[config.mk]
export PLATFORM = sky130hd
export DESIGN_NAME = udrs_port_switch
export DESIGN_NICKNAME = d
export VERILOG_FILES = /design/src/hw/udrs_port_switch.v
export VERILOG_INCLUDE_DIRS = /design/src /design/src/hw
export SDC_FILE = /design/constraint.sdc
export NUM_CORES = 1
export LEC_CHECK = 0
export CAP_MARGIN = 10
export CORE_AREA = 2 2 39 41
export CTS_BUF_LIST = sky130_fd_sc_hd__clkbuf_8 sky130_fd_sc_hd__clkbuf_16
export DETAILED_ROUTE_END_ITERATION = 8
export DIE_AREA = 0 0 41 43
export DONT_BUFFER_PORTS = 1
export PLACE_DENSITY = 0.3
export SETUP_SLACK_MARGIN = 0.5
export SYNTH_ARGS = -nofsm -noshare
export SYNTH_HDL_FRONTEND = slang
export SYNTH_SLANG_ARGS = --single-unit
[constraint.sdc]
create_clock -name clock_i -period 1.6 [get_ports clock_i]
set_clock_uncertainty 0.2 [all_clocks]
set_input_delay 0.4 -clock clock_i [delete_from_list [all_inputs] [get_ports clock_i]]
set_output_delay 0.4 -clock clock_i [all_outputs]
set_load 0.01 [all_outputs]
[src/hw/udrs_regs.vh]
// Purpose: constants for the dual role port switch
// Assumes: plain Verilog-2005, included by bare name
// Notes:   role sense level encodings and owner codes
`ifndef UDRS_REGS_VH
`define UDRS_REGS_VH

// role sense level that hands the ports to the device controller
`define UDRS_ROLE_DEVICE     1'h1
// role sense level that hands the ports to the host controller
`define UDRS_ROLE_HOST       1'h0
// owner after reset: host controller
`define UDRS_OWNER_RESET     1'h0
// synchroniser reset value, matching the host role
`define UDRS_SYNC_RESET      2'h0
// receiver detection value meaning nothing is attached
`define UDRS_RXDET_NONE      1'h0
// receive level shown to the side that does not own the port
`define UDRS_RX_IDLE         1'h0

`endif

[src/hw/udrs_port_switch.v]
// Purpose: hands one shared high speed port and one shared superspeed port
//          to either the host controller or the device controller
// Assumes: single 25 MHz clock, asynchronous active high reset, role sense pin
//          is asynchronous to the clock
// Notes:   analog pad routing is modelled as per-signal digital steering
//          the owner flag lags the pin by three edges; pulses shorter
//          than a clock may be missed and leave the owner unchanged
//          while the device holds the ports the host only ever sees quiet
//          receive lines and a receiver detect of no partner
//          after reset the host owns both ports until the pin is sampled
// Notes on behaviour
// RULE1: both shared ports belong to exactly one owner at any time, host or device.
// RULE2: a high role sense level gives both shared ports to the device controller.
// RULE3: a low role sense level gives both shared ports to the host controller.
// RULE4: while the device owns the ports the host sees its receiver detect as disconnected.
// RULE5: the role sense pin is synchronised so both ports switch together on one edge.
`timescale 1ns/1ns
`include "udrs_regs.vh"

module udrs_port_switch
(
    input  wire clock_i,
    input  wire rst_i,
    input  wire port_role_sense_i,
    // high speed pair, pad side (two-way: in, out, enable per line)
    input  wire shared_hs_port_pos_i,
    output wire shared_hs_port_pos_o,
    output wire shared_hs_port_pos_oe_o,
    input  wire shared_hs_port_neg_i,
    output wire shared_hs_port_neg_o,
    output wire shared_hs_port_neg_oe_o,
    // superspeed pad side
    input  wire shared_ss_port_rx_pos_i,
    output wire shared_ss_port_tx_pos_o,
    input  wire shared_ss_port_rxdet_i,
    // host controller side
    input  wire host_hs_pos_i,
    input  wire host_hs_pos_oe_i,
    input  wire host_hs_neg_i,
    input  wire host_hs_neg_oe_i,
    input  wire host_ss_tx_pos_i,
    output wire host_hs_pos_o,
    output wire host_hs_neg_o,
    output wire host_ss_rx_pos_o,
    output wire host_ss_rxdet_o,
    // device controller side
    input  wire dev_hs_pos_i,
    input  wire dev_hs_pos_oe_i,
    input  wire dev_hs_neg_i,
    input  wire dev_hs_neg_oe_i,
    input  wire dev_ss_tx_pos_i,
    output wire dev_hs_pos_o,
    output wire dev_hs_neg_o,
    output wire dev_ss_rx_pos_o,
    output wire dev_ss_rxdet_o,
    // current owner: high means device controller
    output wire owner_is_device_o
);

    reg  [1:0] role_sync_ff;
    reg        owner_dev_ff;
    wire       nxt_owner_dev;

    // steered levels, settled in combinational processes before the ports
    reg        pad_hs_pos_drv;
    reg        pad_hs_pos_en;
    reg        pad_hs_neg_drv;
    reg        pad_hs_neg_en;
    reg        pad_ss_tx_drv;
    reg        host_hs_pos_rx;
    reg        host_hs_neg_rx;
    reg        host_ss_rxd;
    reg        host_ss_det;
    reg        dev_hs_pos_rx;
    reg        dev_hs_neg_rx;
    reg        dev_ss_rxd;
    reg        dev_ss_det;

    // pick the owner's level for a line that leaves through a shared pad;
    // one select input for every line keeps the two ports from splitting
    function udrs_pick;
        input owner_dev;
        input dev_level;
        input host_level;
        begin
            if (owner_dev)
            begin
                udrs_pick = dev_level;
            end
            else
            begin
                udrs_pick = host_level;
            end
        end
    endfunction

    // hand a received pad level to one side only while that side owns the
    // port; the side that does not own it sees the quiet level instead
    function udrs_gate;
        input side_owns;
        input pad_level;
        input quiet_level;
        begin
            if (side_owns)
            begin
                udrs_gate = pad_level;
            end
            else
            begin
                udrs_gate = quiet_level;
            end
        end
    endfunction

    // two-stage synchroniser on the role sense pin
    // only the second stage feeds logic, the first may still be settling
    always @(posedge clock_i or posedge rst_i)
    begin
        if (rst_i)
        begin
            role_sync_ff <= `UDRS_SYNC_RESET;
        end
        else
        begin
            role_sync_ff <= {role_sync_ff[0], port_role_sense_i}; // RULE5
        end
    end

    // owner decision from the synchronised level only
    assign nxt_owner_dev = (role_sync_ff[1] == `UDRS_ROLE_DEVICE); // RULE2 RULE3

    // single owner flop steers both ports, so they never split
    // a change lands on one edge for every steered line at once
    always @(posedge clock_i or posedge rst_i)
    begin
        if (rst_i)
        begin
            owner_dev_ff <= `UDRS_OWNER_RESET;
        end
        else
        begin
            owner_dev_ff <= nxt_owner_dev; // RULE1 RULE5
        end
    end

    // owner flag, straight from the flop
    assign owner_is_device_o = owner_dev_ff;

    // high speed positive line: level and enable follow the owner together
    always @*
    begin
        pad_hs_pos_drv = udrs_pick(owner_dev_ff, dev_hs_pos_i, host_hs_pos_i); // RULE1
        pad_hs_pos_en  = udrs_pick(owner_dev_ff, dev_hs_pos_oe_i, host_hs_pos_oe_i);
    end

    // high speed negative line: level and enable follow the owner together
    always @*
    begin
        pad_hs_neg_drv = udrs_pick(owner_dev_ff, dev_hs_neg_i, host_hs_neg_i); // RULE1
        pad_hs_neg_en  = udrs_pick(owner_dev_ff, dev_hs_neg_oe_i, host_hs_neg_oe_i);
    end

    // superspeed transmit line from the owner only
    always @*
    begin
        pad_ss_tx_drv = udrs_pick(owner_dev_ff, dev_ss_tx_pos_i, host_ss_tx_pos_i); // RULE1
    end

    // high speed receive toward the host, quiet while the device owns
    always @*
    begin
        host_hs_pos_rx = udrs_gate(!owner_dev_ff, shared_hs_port_pos_i, `UDRS_RX_IDLE); // RULE1
        host_hs_neg_rx = udrs_gate(!owner_dev_ff, shared_hs_port_neg_i, `UDRS_RX_IDLE);
    end

    // superspeed receive toward the host, quiet while the device owns
    always @*
    begin
        host_ss_rxd = udrs_gate(!owner_dev_ff, shared_ss_port_rx_pos_i, `UDRS_RX_IDLE);
    end

    // host receiver detect: no partner while the device owns, so no enumeration
    always @*
    begin
        host_ss_det = udrs_gate(!owner_dev_ff, shared_ss_port_rxdet_i, `UDRS_RXDET_NONE); // RULE4
    end

    // high speed receive toward the device, quiet while the host owns
    always @*
    begin
        dev_hs_pos_rx = udrs_gate(owner_dev_ff, shared_hs_port_pos_i, `UDRS_RX_IDLE); // RULE1
        dev_hs_neg_rx = udrs_gate(owner_dev_ff, shared_hs_port_neg_i, `UDRS_RX_IDLE);
    end

    // superspeed receive toward the device, quiet while the host owns
    always @*
    begin
        dev_ss_rxd = udrs_gate(owner_dev_ff, shared_ss_port_rx_pos_i, `UDRS_RX_IDLE);
    end

    // device receiver detect, shown only while the device owns
    always @*
    begin
        dev_ss_det = udrs_gate(owner_dev_ff, shared_ss_port_rxdet_i, `UDRS_RXDET_NONE);
    end

    // pad side outputs
    assign shared_hs_port_pos_o    = pad_hs_pos_drv;
    assign shared_hs_port_pos_oe_o = pad_hs_pos_en;
    assign shared_hs_port_neg_o    = pad_hs_neg_drv;
    assign shared_hs_port_neg_oe_o = pad_hs_neg_en;
    assign shared_ss_port_tx_pos_o = pad_ss_tx_drv;

    // host controller side outputs
    assign host_hs_pos_o    = host_hs_pos_rx;
    assign host_hs_neg_o    = host_hs_neg_rx;
    assign host_ss_rx_pos_o = host_ss_rxd;
    assign host_ss_rxdet_o  = host_ss_det;

    // device controller side outputs
    assign dev_hs_pos_o     = dev_hs_pos_rx;
    assign dev_hs_neg_o     = dev_hs_neg_rx;
    assign dev_ss_rx_pos_o  = dev_ss_rxd;
    assign dev_ss_rxdet_o   = dev_ss_det;

endmodule

==> metrics, run 1 <==
status complete, but fails checks; failing checks setup timing; number of nets in the layout 42; grt total ovfl 0; row count 14; DP Area between 200 and 250 um^2; Synth Net Count 35; highest cell delay on the worst timing path 470 ps; I/O Buffers 0; final hold violation count 0; fillers roughly 150; adder-cell share of the synthesized area 0%; Die X 41 um; xor-xnor portion of the synthesized cell area 0%; Worst Hold Depth 0; Pleak between 0.1 and 0.15 nW; Rel. slew slack 85.6%; vias in the first global route 134; CP Cell Sequence buf_6 -> mux2_4; Synth-to-Final Area Change 46.0%; clock-pin slew on the worst setup and hold paths 30 ps; WL final 463 um; Starting DRT DRC Count 2; Synth Area in Compound Gates 0%; met3 Track Usage GR approximately 4.7%; non-filler instance count after layout 40; CTS tree built; multiplexer area fraction after synthesis 31.3%; starting density of the core 14.7%; Hold Path Origin port_role_sense_i; initial antenna violation count 0; total track usage under 10%; first-pass GRT wire length 565 um; Final setup viols 11; CP max-delay cell dfrtp_2; Post-Synth Simple-Gate Area between 20% and 30%; routed len/inst 11.6 um; met1 usage 4.21%; Design Area, Final 298 um^2; CTS sink cnt 3; Ports 31; RSZ-0062 raised after global routing true; layout cells sized above 1 ~60%; Core ar. 0.00138 mm^2; synth unique cells 7; Sequential Area 76.3 um^2; die area approximately 0.0018 mm^2; PD cells ~1100 mW/mm^2; Worst Path Max Fanout 7; R2R setup slack 930 ps; global placement routability congestion 0.597; Final Cycle Share 109%; clk_lat worst skew 210 ps; Synth Area per Inst ~11 um^2; met2 GRT Util 7.50%; RR Endpoint owner_is_device_o; largest net degree at the start of global routing 10; drt first pass iters 3; DRC errors left 0; fmax 576 MHz; WHS about 18 ps; Vias/cell 4.15; combinational family with the most area after synthesis multiplexers; Final ANT Viol Nets 0; final worst slack -137 ps; Mapped Cells 18; cell count of the worst reg-to-reg path 0; synthesized area 204 um^2; most used routing layer met4; Cell Count Post-Placement 33; register area share after synthesis 36.8%; hold worst-path end role_sync_ff[0]; minimum clock period between 1500 and 2000 ps; Worst Hold Class input port to register; H-Tree Depth 1; R2R Path Start role_sync_ff[1]; Max Buffers Root-to-Sink 2; total chip power 0.342 mW; Root Driver clkbuf_8; Die Y 43 um; fin util between 20% and 30%; vias after detailed routing 166; area of the multi-input gates 126 um^2; total of max-cap violations 0; register bit total from synthesis 3; Startpoint Class register; maximum vdd ir drop approximately 0.57 mV; cts bufs inserted 3; Slew Viols, Final 0; ant diodes 0; Worst Path Required 1000 ps; Critical Path Sink Type output port; Critical Path AT 1140 ps; Yosys warning total 0; critical path type register to output port; worst-margin pin slew 216 ps
## repair_timing
action	in CTS	in global routing
hold buffers	1	0
setup endpoints to repair	14	14
gates resized for setup	1	7
buffers inserted	1	1
hold endpoints to repair	3	0
## metal layers
metal / routed length, um / up-vias
met2: 224 / 21
met1: 154 / 75
met3: 75 / 2
met4: 9 / 0
li1: - / 68
met5: 0 / -
## cell type report
cell class / instances / area share (%)
Timing Repair Buffer: 3 / 8.82
Sequential cell: 3 / 25.6
Clock inverter: 1 / 1.26
Clock buffer: 3 / 13.9
Multi-Input combinational cell: 13 / 42.4
Inverter: 1 / 1.26
Tap cell: 16 / 6.72
## synthesized netlist by cell type
cell,count,share of area (%)
buf_6,1,5.5
nor2b_1,4,12
dfrtp_1,3,37
mux2_4,2,15
inv_1,1,1.8
and2_1,4,12
mux2_2,3,17
## worst max path at each step
stage	from	to	slack, ps	cells after the start
after floorplan	owner_is_device_o	shared_hs_port_neg_oe_o	120	2
final	owner_is_device_o	shared_hs_port_neg_oe_o	-140	2
after global placement	owner_is_device_o	shared_hs_port_neg_o	80	1
after CTS	owner_is_device_o	shared_hs_port_neg_o	-110	1
after detailed placement	owner_is_device_o	shared_hs_port_neg_o	70	1
after global routing	owner_is_device_o	shared_hs_port_neg_oe_o	-170	2
## power by group
group | internal, mW | switching, mW | total (mW)
Clock | 0.163 | 0.0466 | 0.210
Combinational | 0.0240 | 0.0229 | 0.0469
Sequential | 0.0806 | 0.00465 | 0.0852
## through the flow
stage / setup slack (ps) / setup TNS [ps]
after CTS: -114 / -1080
after global placement: 84.6 / 0
after global routing: -175 / -1430
after detailed placement: 71.1 / 0
after floorplan: 115 / 0
final: -137 / -741
## cell usage in the layout (no fill, tap or decap)
cell type / instances
and2_1: 4
mux2_2: 3
clkbuf_8: 3
nor2b_2: 2
mux2_4: 2
inv_1: 2
dfrtp_1: 2
nor2b_4: 1
nor2b_1: 1
dlygate4sd3_1: 1
dfrtp_2: 1
buf_2: 1
buf_6: 1
## state kept, by name, indices dropped and copies added (netlist names)
name,flops
owner_is_device_o,1
role_sync_ff,2
## worst max-delay path, delay by kind of cell (launching register included)
family / cells / cell delay [ps]
DFF: 1 / 470
muxes: 1 / 300
buffers and inverters: 1 / 150
## cell families (layout without fill, tap and decap cells)
family        Yosys count  count (layout)
mux                     5               5
buf+inv                 2               8
flops                   3               3
simple gates            8               8
Power figures use the tool's default switching activity.
==> inputs of run 2 (changes only) <==
- ABC_AREA: default -> 1
==> metrics, run 2 <==
worst-margin pin slew 160 ps (was 216 ps); register bit total from synthesis 3 (unchanged); highest cell delay on the worst timing path 450 ps (was 470 ps); Yosys top cell area share 35.7% (was 36.8%); Worst Path Required 1000 ps (about the same); CTS tree built (unchanged); clock-pin slew on the worst setup and hold paths 30 ps (about the same); R2R Path Start role_sync_ff[0] (was role_sync_ff[1]); status finished clean (was complete, but fails checks); CP Cell Sequence buf_12 -> nor2_4 (was buf_6 -> mux2_4); fillers 156 (was 149); met3 WL 53 um (was 75 um); drt first pass iters 2 (was 3); Area contributors post-synth dfrtp_1 (36%), nand2_1 (34%), inv_1 (18%) (was dfrtp_1 (37%), mux2_2 (17%), mux2_4 (15%)); row count 14 (unchanged); maximum vdd ir drop 0.823 mV (was 0.572 mV); final worst slack 52.6 ps (was -137 ps); cts bufs inserted 3 (unchanged); Rel. slew slack 89.3% (was 85.6%); ant diodes 0 (unchanged); grt total ovfl 0 (unchanged); DRC errors left 0 (unchanged); RR Endpoint role_sync_ff[1] (was owner_is_device_o); number of synthesized flops with an enable pin 0 (unchanged); vias after detailed routing 231 (was 166); Synth-to-Final Area Change 92.3% (was 46.0%); Critical Path Sink Type output port (unchanged); first-pass GRT wire length 731 um (was 565 um); Synth Net Count 54 (was 35); Slew Viols, Final 0 (unchanged); Die Y 43 um (unchanged); Starting DRT DRC Count 7 (was 2); cell count of the worst reg-to-reg path 0 (unchanged); routed len/inst 9.35 um (was 11.6 um); Die X 41 um (unchanged); initial antenna violation count 0 (unchanged); minimum clock period 1550 ps (was 1740 ps); Worst Hold Depth 0 (unchanged); Final Cycle Share 96.7% (was 109%); clk_lat worst skew 210 ps (about the same); Synth Area per Inst 5.68 um^2 (was 11.3 um^2); PD cells 908 mW/mm^2 (was 1150 mW/mm^2); max FFs per register 2 (unchanged); synth unique cells 5 (was 7); Biggest register role_sync_ff (unchanged); Worst Hold Class input port to register (unchanged); critical path type register to output port (unchanged); Startpoint Class register (unchanged); Pleak 0.224 nW (was 0.135 nW); most common cell after layout, fill and taps aside nand2_2 (was and2_1); H-Tree Depth 1 (unchanged); number of nets in the layout 62 (was 42); Final ANT Viol Nets 0 (unchanged); main flop type after synthesis dfrtp_1 (unchanged); post-DP HPWL around 460 um; fmax 646 MHz (was 576 MHz); vias in the first global route 194 (was 134); R2R setup slack 930 ps (about the same); RSZ-0062 raised after global routing true (unchanged); top-count cell post-synth nand2_1; Post-synth ARST share 100% (unchanged); Vias/cell 3.85 (was 4.15); Ports 31 (unchanged); CP Buf/Inv Count 1 (unchanged); total track usage 6.13% (was 5.84%); layout cells sized above 1 63.6% (was 58.3%); max layer used met3 (was met4); I/O Buffers 0 (unchanged); Yosys warning total 0 (unchanged); Root Driver clkbuf_8 (unchanged); register area share after synthesis 35.7% (was 36.8%); Max Buffers Root-to-Sink 2 (unchanged); die area 0.00176 mm^2 (unchanged); WL final 561 um (was 463 um); Hold Path Origin port_role_sense_i (unchanged); CP max-delay cell dfrtp_2 (unchanged); CTS sink cnt 3 (unchanged); WL met2 340 um (was 224 um); Synth area leader dfrtp_1 (unchanged); Final setup viols 0 (was 11); Critical Path AT 950 ps (was 1140 ps); most frequent cells in the layout nand2_2 (8), nand2_1 (7), inv_1 (6) (was and2_1 (4), mux2_2 (3), clkbuf_8 (3)); Core ar. 0.00138 mm^2 (unchanged); global placement routability congestion 0.468 (was 0.597); synthesized area 210 um^2 (was 204 um^2); total of max-cap violations 0 (unchanged); setup total negative slack 0 ps (was -741 ps); cell family with most CP delay flip-flops (unchanged); WL met1 167 um (was 154 um); hold worst-path end role_sync_ff[0] (unchanged); final hold violation count 0 (unchanged); starting density of the core 15.2% (was 14.7%); pre-CTS WS 216 ps (was 71.1 ps); largest net degree at the start of global routing 9 (was 10); Mapped Cells 37 (was 18); total chip power 0.367 mW (was 0.342 mW); Synth top cells by count nand2_1 (19), inv_1 (10), nor2_1 (4) (was and2_1 (4), nor2b_1 (4), dfrtp_1 (3), mux2_2 (3), mux2_4 (2)); Worst Path Max Fanout 8 (was 7)
## run 2: cell types whose count changed after synthesis
| cell | before | now |
|---|---|---|
| nand2_1 | 0 | 19 |
| inv_1 | 1 | 10 |
| nor2b_1 | 4 | 0 |
| and2_1 | 4 | 0 |
| nor2_1 | 0 | 4 |
| mux2_4 | 2 | 0 |
| mux2_2 | 3 | 0 |
## run 2: how the worst max path moves through the flow
| stage | from | to | slack (ps) | cells after the start |
|---|---|---|---|---|
| final | owner_is_device_o | host_ss_rxdet_o | 50 | 2 |
| after global placement | owner_is_device_o | shared_hs_port_neg_o | 230 | 3 |
| after global routing | owner_is_device_o | shared_ss_port_tx_pos_o | 6 | 3 |
| after floorplan | owner_is_device_o | shared_hs_port_neg_oe_o | 280 | 3 |
| after CTS | owner_is_device_o | shared_ss_port_tx_pos_o | 50 | 3 |
| after detailed placement | owner_is_device_o | shared_hs_port_neg_o | 220 | 3 |
## run 2: layout make-up
cell class              count  area, um^2  share of cell area [%]
multi-input cells          23         166                    41.2
flip-flops and latches      3        76.3                    18.9
repair buffers              4        48.8                    12.1
inverters                  10        47.5                    11.8
clock buffers               3        41.3                    10.2
well taps                  16        20.0                    4.95
clock inverters             1        3.75                   0.929
## run 2: per-stage QoR
step                      hold WS, ps  area [um^2]  utilization [%]  cells
final                            18.6          404             29.2     60
after global routing             11.4          404             29.2     60
after CTS                        14.0          377             27.2     60
after detailed placement        -33.9          290             21.0     54
after global placement          -42.7          290             21.0     54
after floorplan                 -46.4          258                -     37
## run 2: per-layer routing
layer | vias up | track usage (%)
met5 | - | 0
met4 | 0 | 2.00
met3 | 0 | 4.71
met2 | 12 | 10.6
met1 | 105 | 4.84
li1 | 114 | -
## run 2: repair_timing
action	CTS	global route
endpoints found under the setup margin	14	14
gates resized for setup	9	8
pin swaps	1	2
hold endpoints to repair	3	0
setup buffers	1	0
hold buffers	1	0
## run 2: cells by family after synthesis
logic type | Yosys count | share of synthesized area, %
flip-flops | 3 | 35.7
AND/OR/NAND/NOR | 23 | 41.1
buffers and inverters | 11 | 23.2
## run 2: where the power goes
| group | total (mW) | internal [mW] | switching, mW |
|---|---|---|---|
| Sequential | 0.0843 | 0.0806 | 0.00379 |
| Combinational | 0.0740 | 0.0294 | 0.0446 |
| Clock | 0.209 | 0.163 | 0.0458 |
| Total | 0.367 | 0.273 | 0.0942 |
